$ cat src/verilog/pin_change_map.vh
// constants for the pin change interrupt block
`ifndef PIN_CHANGE_MAP_VH
`define PIN_CHANGE_MAP_VH

// ------------------------------------------------------------
// widths and reset values
// ------------------------------------------------------------
`define PCD_PORT_WIDTH 8
`define PCD_MSB 7
`define PCD_RISE_EN_RESET 8'h00
`define PCD_FALL_EN_RESET 8'h00
`define PCD_FLAG_RESET 8'h00
`define PCD_GIE_RESET 1'b0
`define PCD_SYNC_RESET 8'h00

`endif

$ cat src/verilog/pin_sync.v
// two-stage synchroniser for the port pins
`timescale 1ns/1ps
`include "pin_change_map.vh"

module pin_sync (
  // clock and reset
  input wire i_ref_clk,
  input wire i_rstn,
  // asynchronous pins in, clean samples out
  input wire [`PCD_MSB:0] i_pins,
  output wire [`PCD_MSB:0] o_pins_sync
);

  reg [`PCD_MSB:0] meta_reg;
  reg [`PCD_MSB:0] sync_reg;

  // first stage feeds only the second stage
  always @(posedge i_ref_clk or negedge i_rstn) begin
    if (!i_rstn) begin
      meta_reg <= `PCD_SYNC_RESET;
      sync_reg <= `PCD_SYNC_RESET;
    end else begin
      meta_reg <= i_pins;
      sync_reg <= meta_reg;
    end
  end

  assign o_pins_sync = sync_reg;

endmodule

$ cat src/verilog/edge_detect.v
// per-pin rising and falling edge detectors
`timescale 1ns/1ps
`include "pin_change_map.vh"

module edge_detect (
  // clock and reset
  input wire i_ref_clk,
  input wire i_rstn,
  // synchronised pins and enables
  input wire [`PCD_MSB:0] i_pins_sync,
  input wire [`PCD_MSB:0] i_rise_en,
  input wire [`PCD_MSB:0] i_fall_en,
  // one-cycle pulse per pin on an enabled edge
  output wire [`PCD_MSB:0] o_edge_hit
);

  reg [`PCD_MSB:0] prev_reg;
  wire [`PCD_MSB:0] rise;
  wire [`PCD_MSB:0] fall;

  // previous sample; reset to low so a pin high at reset gives one rise
  always @(posedge i_ref_clk or negedge i_rstn) begin
    if (!i_rstn) begin
      prev_reg <= `PCD_SYNC_RESET;
    end else begin
      prev_reg <= i_pins_sync;
    end
  end

  // compare current and previous sample every cycle
  assign rise = i_pins_sync & ~prev_reg & i_rise_en;
  assign fall = ~i_pins_sync & prev_reg & i_fall_en;
  // both enables armed gives either polarity
  assign o_edge_hit = rise | fall;

endmodule

$ cat src/verilog/pin_change_detect.v
// pin change interrupt block for the second i/o port
`timescale 1ns/1ps
`include "pin_change_map.vh"

// Function
// - each port pin can interrupt on a rising or falling edge
// - any pin or pin combination enabled independently
// - interrupt requested only while the global enable is set
// - with global enable clear, flags still update, no interrupt
// - per-pin rising detector armed by its rise enable bit
// - per-pin falling detector armed by its fall enable bit
// - both enables set detects either polarity
// - enabled edge sets that pin's change flag
// - summary flag is the OR of all pin flags
// - writing zero to a flag bit clears it
// - edge during a clearing write leaves that flag set
// - change interrupt with global enable wakes core from sleep
// - flags updated before first instruction after wake
// - rise enable holds one bit per pin, pin 7 at bit 7
module pin_change_detect (
  // clock and reset
  input wire i_ref_clk,
  input wire i_rstn,
  // port pins from outside
  input wire [`PCD_MSB:0] i_second_io_port,
  // global enable write
  input wire i_gie_we,
  input wire i_gie_wdata,
  // rise enable write
  input wire i_rise_we,
  input wire [`PCD_MSB:0] i_rise_wdata,
  // fall enable write
  input wire i_fall_we,
  input wire [`PCD_MSB:0] i_fall_wdata,
  // flag write: written bits replace flags, zero clears
  input wire i_flag_we,
  input wire [`PCD_MSB:0] i_flag_wdata,
  // register read-back
  output reg o_change_irq_global_enable,
  output reg [`PCD_MSB:0] o_rise_detect_enable_reg,
  output reg [`PCD_MSB:0] o_fall_detect_enable_reg,
  output reg [`PCD_MSB:0] o_change_flag_reg,
  // status and requests
  output wire o_change_irq_summary_flag,
  output wire o_irq,
  output wire o_wake
);

  // ----------------------------------------------------------
  // configuration and flags
  // ----------------------------------------------------------
  reg gie_next;
  reg [`PCD_MSB:0] rise_next;
  reg [`PCD_MSB:0] fall_next;
  reg [`PCD_MSB:0] flag_next;
  wire [`PCD_MSB:0] pins_sync;
  wire [`PCD_MSB:0] edge_hit;

  // merge software write with hardware set; set always wins
  function [`PCD_MSB:0] flag_update;
    input [`PCD_MSB:0] cur;
    input we;
    input [`PCD_MSB:0] wdata;
    input [`PCD_MSB:0] hit;
    begin
      if (we) begin
        flag_update = wdata | hit;
      end else begin
        flag_update = cur | hit;
      end
    end
  endfunction

  // ----------------------------------------------------------
  // pin path
  // ----------------------------------------------------------
  pin_sync u_sync (
    .i_ref_clk(i_ref_clk),
    .i_rstn(i_rstn),
    .i_pins(i_second_io_port),
    .o_pins_sync(pins_sync)
  );

  edge_detect u_edge (
    .i_ref_clk(i_ref_clk),
    .i_rstn(i_rstn),
    .i_pins_sync(pins_sync),
    .i_rise_en(o_rise_detect_enable_reg),
    .i_fall_en(o_fall_detect_enable_reg),
    .o_edge_hit(edge_hit)
  );

  // next values of the software registers
  always @* begin
    gie_next = i_gie_we ? i_gie_wdata : o_change_irq_global_enable;
    rise_next = i_rise_we ? i_rise_wdata : o_rise_detect_enable_reg;
    fall_next = i_fall_we ? i_fall_wdata : o_fall_detect_enable_reg;
    // detection runs regardless of global enable
    flag_next = flag_update(o_change_flag_reg, i_flag_we, i_flag_wdata,
      edge_hit);
  end

  // all state cleared on reset
  always @(posedge i_ref_clk or negedge i_rstn) begin
    if (!i_rstn) begin
      o_change_irq_global_enable <= `PCD_GIE_RESET;
      o_rise_detect_enable_reg <= `PCD_RISE_EN_RESET;
      o_fall_detect_enable_reg <= `PCD_FALL_EN_RESET;
      o_change_flag_reg <= `PCD_FLAG_RESET;
    end else begin
      o_change_irq_global_enable <= gie_next;
      o_rise_detect_enable_reg <= rise_next;
      o_fall_detect_enable_reg <= fall_next;
      o_change_flag_reg <= flag_next;
    end
  end

  // ----------------------------------------------------------
  // requests
  // ----------------------------------------------------------
  // summary and request follow the flag register, so flags are
  // already valid when the core resumes from sleep
  assign o_change_irq_summary_flag = |o_change_flag_reg;
  assign o_irq = o_change_irq_summary_flag &
    o_change_irq_global_enable;
  assign o_wake = o_irq;

endmodule

$ cat config.mk
export PLATFORM = sky130hd
export DESIGN_NAME = pin_change_detect
export DESIGN_NICKNAME = d
export VERILOG_FILES = /design/src/verilog/pin_sync.v /design/src/verilog/edge_detect.v /design/src/verilog/pin_change_detect.v
export VERILOG_INCLUDE_DIRS = /design/src /design/src/verilog
export SDC_FILE = /design/constraint.sdc
export NUM_CORES = 1
export LEC_CHECK = 0
export BUFFER_PORTS_ARGS = -buffer_cell sky130_fd_sc_hd__clkbuf_2
export CAP_MARGIN = 10
export CELL_PAD_IN_SITES_DETAIL_PLACEMENT = 2
export CELL_PAD_IN_SITES_GLOBAL_PLACEMENT = 2
export CORE_MARGIN = 4
export CORE_UTILIZATION = 33
export CTS_CLUSTER_SIZE = 40
export DETAILED_ROUTE_END_ITERATION = 7
export MAX_ROUTING_LAYER = met4
export PLACE_DENSITY = 0.86
export SETUP_SLACK_MARGIN = 0.5
export SYNTH_ARGS = -nofsm -noshare
export SYNTH_HDL_FRONTEND = slang
export SYNTH_SLANG_ARGS = --single-unit
$ cat constraint.sdc
create_clock -name i_ref_clk -period 2.3 [get_ports i_ref_clk]
set_input_delay 0.115 -clock i_ref_clk [delete_from_list [all_inputs] [get_ports i_ref_clk]]
set_output_delay 0.115 -clock i_ref_clk [all_outputs]
set_load 0.03 [all_outputs]
After elaboration in Yosys (flattened, before gate mapping)
Index checks and enable logic that the tools add are counted.

Mux-type cells: 1. Bitwise logic cells: 10. Reductions and logical operators: 1.

Operators with widths (number): 8-bit bitwise AND (4); 8-bit bitwise OR (3); 8-bit NOT (2); 8-bit 2-to-1 mux (1); 8-bit OR reduction (1); 1-bit bitwise AND (1).

Bits in registers: 49. Input port bits: 39. Output and inout bits: 28. Logic and storage cells: 19.

Logic depth before layout (Yosys ltp)
Gate-level depths: netlist of the first run.

Word-level depth: 6. Depth in mapped cells: 3.

Hierarchy
Synthesis of the first run repeated with hierarchy kept, for this count alone.

Cells, all modules: 114. Area total of the unflattened synthesis: 1757.9 um^2.

Modules (own cells, without submodules): pin_change_detect (times used 1, cells an instance 66, area an instance 997.2 um^2, sequential area each 625.6 um^2); pin_sync (times used 1, cells an instance 16, area an instance 400.4 um^2, sequential area each 400.4 um^2); edge_detect (times used 1, cells an instance 32, area an instance 360.3 um^2, sequential area each 200.2 um^2).

Worst setup path before layout of the first run
No wires, ideal clock.

Path type: register to output. From: register o_change_flag_reg[5]. To: output port o_wake. Data arrival time: 1.453 ns. Data required time: 2.185 ns. Path slack: 0.732 ns. Cell stages (with the launch flop): 4. Buffers on the path: 1. Path through: dfrtp_1 > nor4_1 > a21boi_1 > buf_4.

Cells in the longest elaborated chain, start to end: 2.

Ends and longest elaborated chain: start, declared (line pin_change_detect.v:42) `` output reg [`PCD_MSB:0] o_change_flag_reg, ``; start signal, assigned (line pin_change_detect.v:109) `` o_change_flag_reg <= `PCD_FLAG_RESET; ``; start signal, assigned (line pin_change_detect.v:114) `o_change_flag_reg <= flag_next;`; 8-bit OR reduction (line pin_change_detect.v:123) `assign o_change_irq_summary_flag = |o_change_flag_reg;`; 1-bit bitwise AND (line pin_change_detect.v:124) `assign o_irq = o_change_irq_summary_flag &`; end, declared (line pin_change_detect.v:46) `output wire o_wake`.

Every way passes these cells.

Final worst setup path of the first run
From: register o_change_flag_reg[4]. To: output port o_wake.

Same word-level chain as after synthesis.

==> reports/results.ini, run 1 <==
[status]
status=complete, no violations

[synth]
syn_inst=106
ys.flop_type=dfrtp_1
synth_area_leaders=dfrtp_1 72%, mux2_2 11%, mux2i_1 4.7%
synth_area_mm2=0.00171
yosys.area.top_type=dfrtp_1
yosysMostFrequentCell=dfrtp_1
synth_top_cell_area_share_pct=71.7
async_flop_share_pct=100
synth_cell_types=11
yosysWarningCount=0
seq_area_frac_synth_pct=71.7
synth_fp_nets=145
synth_area_per_cell_um2=16.1
ys_top_cells_by_count=49 x dfrtp_1, 17 x mux2_2, 9 x nand3b_1, 8 x mux2i_1, 8 x nand2_1
ys_ff_latch=49
synth_edf_count=0

[clock_network]
cts_buffers=5
cts_root_buffer=clkbuf_8
clock_path_buffers=2
h-tree-depth=2
cts_setup_buffers=0
cts_sinks=49
cts_tree=yes
clkTransAtPathRegs_ps=90
clk_latency_ps=300

[pwr]
powerDensity_mw_per_mm2=792
ir_worst_vdd_mv=0.446
p_leak_uw=0.00107

[critical_path]
crit_arrival_ps=1470
end_kind=output port
crit_path_end=o_wake
required_ps=2180
start_kind=flop
critPathKind=flop to output port
crit_path_start=o_change_flag_reg[4]
r2r_slack_ps=1460
path_max_fanout=3
r2r-start=o_change_flag_reg[5]
r2r_end=o_change_flag_reg[5]
worstRegToRegCells=2

[sta]
finClkSkew_ps=2.94
tightest_slew_ps=603
period_share_pct=69.0
setup_slack_ps=713
hold_viol=0
finalSetupViolCount=0
tns_ps=0
maxSlewHeadroom_pct=59.8
min_period_ps=1590
slew_viol_final=0
fmax_mhz=630
rsz0062_at_grt=false

[global_routing]
grt_first_pass_wirelength_um=8190
antenna_found_initial=0
grt_max_degree=50
grt_pass1_vias=1442
overflow=0
grtUsageTotal_pct=18.3

[route]
wl_per_cell_um=20.3
vias=1203
drt_iter0_drc=32
drc=0
detail-route-antenna-nets=0
drt-vias-per-instance=4.77
dr.pass1.iters=2
wirelength_um=5120

[worst_hold_path]
min-delay-path-class=primary input to flop
hold_depth=2

[placement]
dpl.hpwl_um=3750
gp_congestion=0.702
port_buffers=66
placed_area_mm2=0.00209
pre_cts_slack_ps=936

[floorplan]
start_util_pct=35.1
die_h_um=80.0
die_w_um=80.0
core_mm2=0.00488
std_cell_rows=25
io-pin-count=67
dieArea_mm2=0.00640

[flow_run]
drv_cap=0

[finish]
finalNetCount=224
n_antenna_cell=0
post-route-util_pct=46.6
final_area_mm2=0.00228
area_growth_pct=33.1
drive_above_1_share_pct=49.7

## layout by cell type, fill, tap and decap left out
cell	n
clkbuf_2	66
dfrtp_1	49
mux2_2	17
nand3b_1	9
dlygate4sd3_1	9
mux2i_1	8
nand2_1	8
o211ai_1	7
clkbuf_8	5
nand3_1	1
nor4_2	1
nor4_1	1
a21boi_1	1
clkinv_4	1
clkinvlp_4	1
buf_4	1
## worst min-delay path by stage
stage	start	slack, ps	to
final	i_fall_wdata[6]	40	o_fall_detect_enable_reg[6]
after global routing	i_fall_wdata[6]	30	o_fall_detect_enable_reg[6]
after CTS	i_fall_wdata[6]	30	o_fall_detect_enable_reg[6]
after detailed placement	i_second_io_port[6]	230	u_sync.meta_reg[6]
after global placement	i_second_io_port[7]	220	u_sync.meta_reg[7]
after floorplan	i_rstn	-180	o_change_flag_reg[0]
## through the flow
step	instances	hold slack, ps	total power (µW)
after floorplan	106	-181	1160
after global placement	236	224	1280
after detailed placement	236	226	1310
after CTS	252	26.1	1830
after global routing	252	27.2	1890
final	252	35.6	1800
## repair_timing
item | CTS | global route
resized for setup | 0 | 1
endpoints found under the setup margin | 0 | 2
hold buffers | 9 | 0
hold endpoints to repair | 57 | 0
## power breakdown
group	switching, µW	total, µW	internal [µW]
Sequential	58.0	987	929
Clock	289	499	210
Combinational	200	315	115
## metal layers
metal	track usage, %	routed length, µm	vias to the layer above
li1	-	-	533
met1	18.6	1770	621
met2	33.8	2950	40
met3	5.42	311	9
met4	5.24	91	0
met5	-	0	-
## cells by family (layout without fill, tap and decap cells)
kind of cell / count (synthesis) / after routing / synth area share (%)
compound gates: 8 / 8 / 3.51
buf+inv: 4 / 83 / 2.19
flops: 49 / 49 / 71.7
mux: 25 / 25 / 15.9
simple gates: 20 / 20 / 6.73
## final cells by class
cell class | instances | area, µm²
Clock buffer | 5 | 68.8
Clock inverter | 2 | 16.3
Multi-Input combinational cell | 53 | 453
Fill cell | 501 | 2600
Tap cell | 67 | 83.8
Timing Repair Buffer | 76 | 428
Sequential cell | 49 | 1230
## critical path: stages, from the launching register on
cell and delay [ps]:
dfrtp_1 420, nor4_1 380, a21boi_1 160, clkbuf_2 220
Power figures use the tool's default switching activity.
==> run 2: changes to the inputs <==
Settings changed: ABC_AREA from default to 1, CORE_UTILIZATION 33 to 25, PLACE_DENSITY 0.86 to 0.78.
Clock period 2.3 ns to 1.3 ns, I/O delays scaled along.
==> reports/results.ini, run 2 <==
[status]
status=finished with violations
violations=setup timing

[critical_path]
crit_path_cell_trace=nor2_4, nand2_2, nor2_4, nor2_4, buf_8
critPathSlowestCell=dfrtp_2
required_ps=1240
start_kind=flop
path_max_fanout=2
path_buf_inv=1
path_delay_family=flip-flops
crit_top_cell=nor2_4
worst_path_largest_cell_delay_ps=440
crit_arrival_ps=1280
end_kind=output port
critPathKind=flop to output port

[pwr]
finalPower_uw=3630
p_sw_uw=1050
p_leak_uw=0.00160
swShare_pct=28.8
seqPwrFrac_pct=48.1
powerDensity_mw_per_mm2=1090
intPower_uw=2590
ir_worst_vdd_mv=0.419
clockPowerShare_pct=24.9
comb_power_share_pct=27.0

[placement]
dp.cells=335
gp_congestion=0.685
port_buffers=66
dpl.hpwl_um=3540
pre_cts_slack_ps=209

[finish]
final_cell_mix=38 x clkbuf_2, 38 x dfrtp_1, 30 x nand2_1
n_antenna_cell=0
nFillCells=700
area_growth_pct=85.3
finalNetCount=339
seq_area_mm2=0.00124
multiInputGateArea_um2=542
drive_above_1_share_pct=53.0
final_cells=396
post-route-util_pct=48.4

[floorplan]
core_mm2=0.00687
die_h_um=92.7
die_w_um=92.7
dieArea_mm2=0.00859
start_util_pct=26.1
std_cell_rows=30
io-pin-count=67

[sta]
tightest_slew_ps=463
min_period_ps=1340
fmax_mhz=744
finClkSkew_ps=3.99
slew_viol_final=0
period_share_pct=103
maxSlewHeadroom_pct=69.1
finalSetupViolCount=3
rsz0062_at_grt=true
setup_slack_ps=-44.9
hold_viol=0

[synth]
synth_top_cell_area_share_pct=68.4
ys.flop_type=dfrtp_1
syn_inst=176
synth_edf_count=0
ys_top_cells_by_count=49 x dfrtp_1, 33 x inv_1, 33 x nand2_1, 21 x o21ai_0, 14 x nor2_1
yosysMostFrequentCell=dfrtp_1
synth_area_mm2=0.00179
synth_area_per_cell_um2=10.2
synth_cell_types=14
async_flop_share_pct=100
yosys.area.top_type=dfrtp_1
yosysWarningCount=0
synth_area_leaders=dfrtp_1 68%, inv_1 6.9%, nand2_1 6.9%
ys_ff_latch=49
seq_area_frac_synth_pct=68.4
synth_fp_nets=215

[route]
dr.pass1.iters=4
wl_per_cell_um=15.7
detail-route-antenna-nets=0
drc=0
drt_iter0_drc=18
drt-vias-per-instance=4.20
wirelength_um=6220
vias=1664

[clock_network]
h-tree-depth=2
clock_path_buffers=2
clkTransAtPathRegs_ps=80
cts_buffers=5
cts_tree=yes
cts_root_buffer=clkbuf_8
clk_latency_ps=300
cts_sinks=49

[global_routing]
overflow=0
antenna_found_initial=0
grt_max_degree=50
grtUsageTotal_pct=14.2
grt_first_pass_wirelength_um=9180
grt_pass1_vias=1861

[worst_hold_path]
min-delay-path-class=primary input to flop

[flow_run]
drv_cap=0

-- run 2: cell types whose count changed after synthesis, sizes merged, moves of 14 or more --
cell / previous run / this run
nor2: 0 / 14
mux2: 17 / 0
o21ai: 0 / 25
nand2: 8 / 35
inv: 0 / 33
nand3: 1 / 15
-- run 2: final timing paths --
path	from	to	slack, ps	depth (start not counted)
max	o_change_flag_reg[6]	o_irq	-40	5
min	i_fall_wdata[7]	o_fall_detect_enable_reg[7]	20	3
max reg2reg	o_change_flag_reg[6]	o_change_flag_reg[6]	310	4
min reg2reg	u_sync.meta_reg[2]	u_sync.o_pins_sync[2]	350	0
max in group asynchronous	i_rstn	o_change_flag_reg[3]	740	3
min in group asynchronous	i_rstn	u_sync.meta_reg[6]	320	3
-- run 2: final cells by class --
class,count,area share [%]
timing repair buffer,121,36.4
sequential,49,37.3
tap,96,3.62
inverter,33,3.73
multi-input combinational,90,16.3
clock buffer,7,2.60
-- run 2: kinds of logic (layout without fill, tap and decap cells) --
family          count (synthesis)  count (layout)  share of synthesized area [%]
simple gates                   65              65                           15.7
flops                          49              49                           68.4
compound gates                 25              25                           7.40
buf+inv                        37             161                           8.51
-- run 2: metal layers --
| metal | vias to the layer above | GRT usage (%) | share of wire, % |
|---|---|---|---|
| met5 | - | - | 0 |
| met4 | 0 | 4.88 | 1.6 |
| met1 | 827 | 15.3 | 39 |
| met2 | 46 | 26.1 | 55 |
| met3 | 7 | 2.84 | 4.2 |
| li1 | 784 | - | - |
-- run 2: worst min-delay path, delay by kind of cell --
family,cells,cell delay [ps]
AO/OA/AOI/OAI,1,60
buffers and inverters,1,90
AND/OR/NAND/NOR,1,60
-- run 2: per-stage QoR --
stage | hold slack (ps) | setup TNS (ps) | area [µm²]
3_3_place_gp | 75.0 | 0 | 2260
5_1_grt | 19.7 | -361 | 3320
6_report | 15.9 | -125 | 3320
3_5_place_dp | 80.4 | 0 | 2260
4_1_cts | 8.84 | -180 | 3050
2_1_floorplan | -231 | 0 | 1820
-- run 2: power by group through the flow --
stage	registers, µW	logic [µW]	clock network, µW
finish	1750	981	904
global route	1760	1060	1020
global placement	1740	493	0
floorplan	1880	139	0
detailed placement	1750	507	0
CTS	1720	814	957
-- run 2: what timing repair did --
item | CTS | global route
endpoints found under the hold margin | 72 | 1
buffers inserted | 18 | 10
setup endpoints to repair | 29 | 48
pin swaps | 9 | 9
hold buffers | 25 | 1
gates resized for setup | 77 | 90
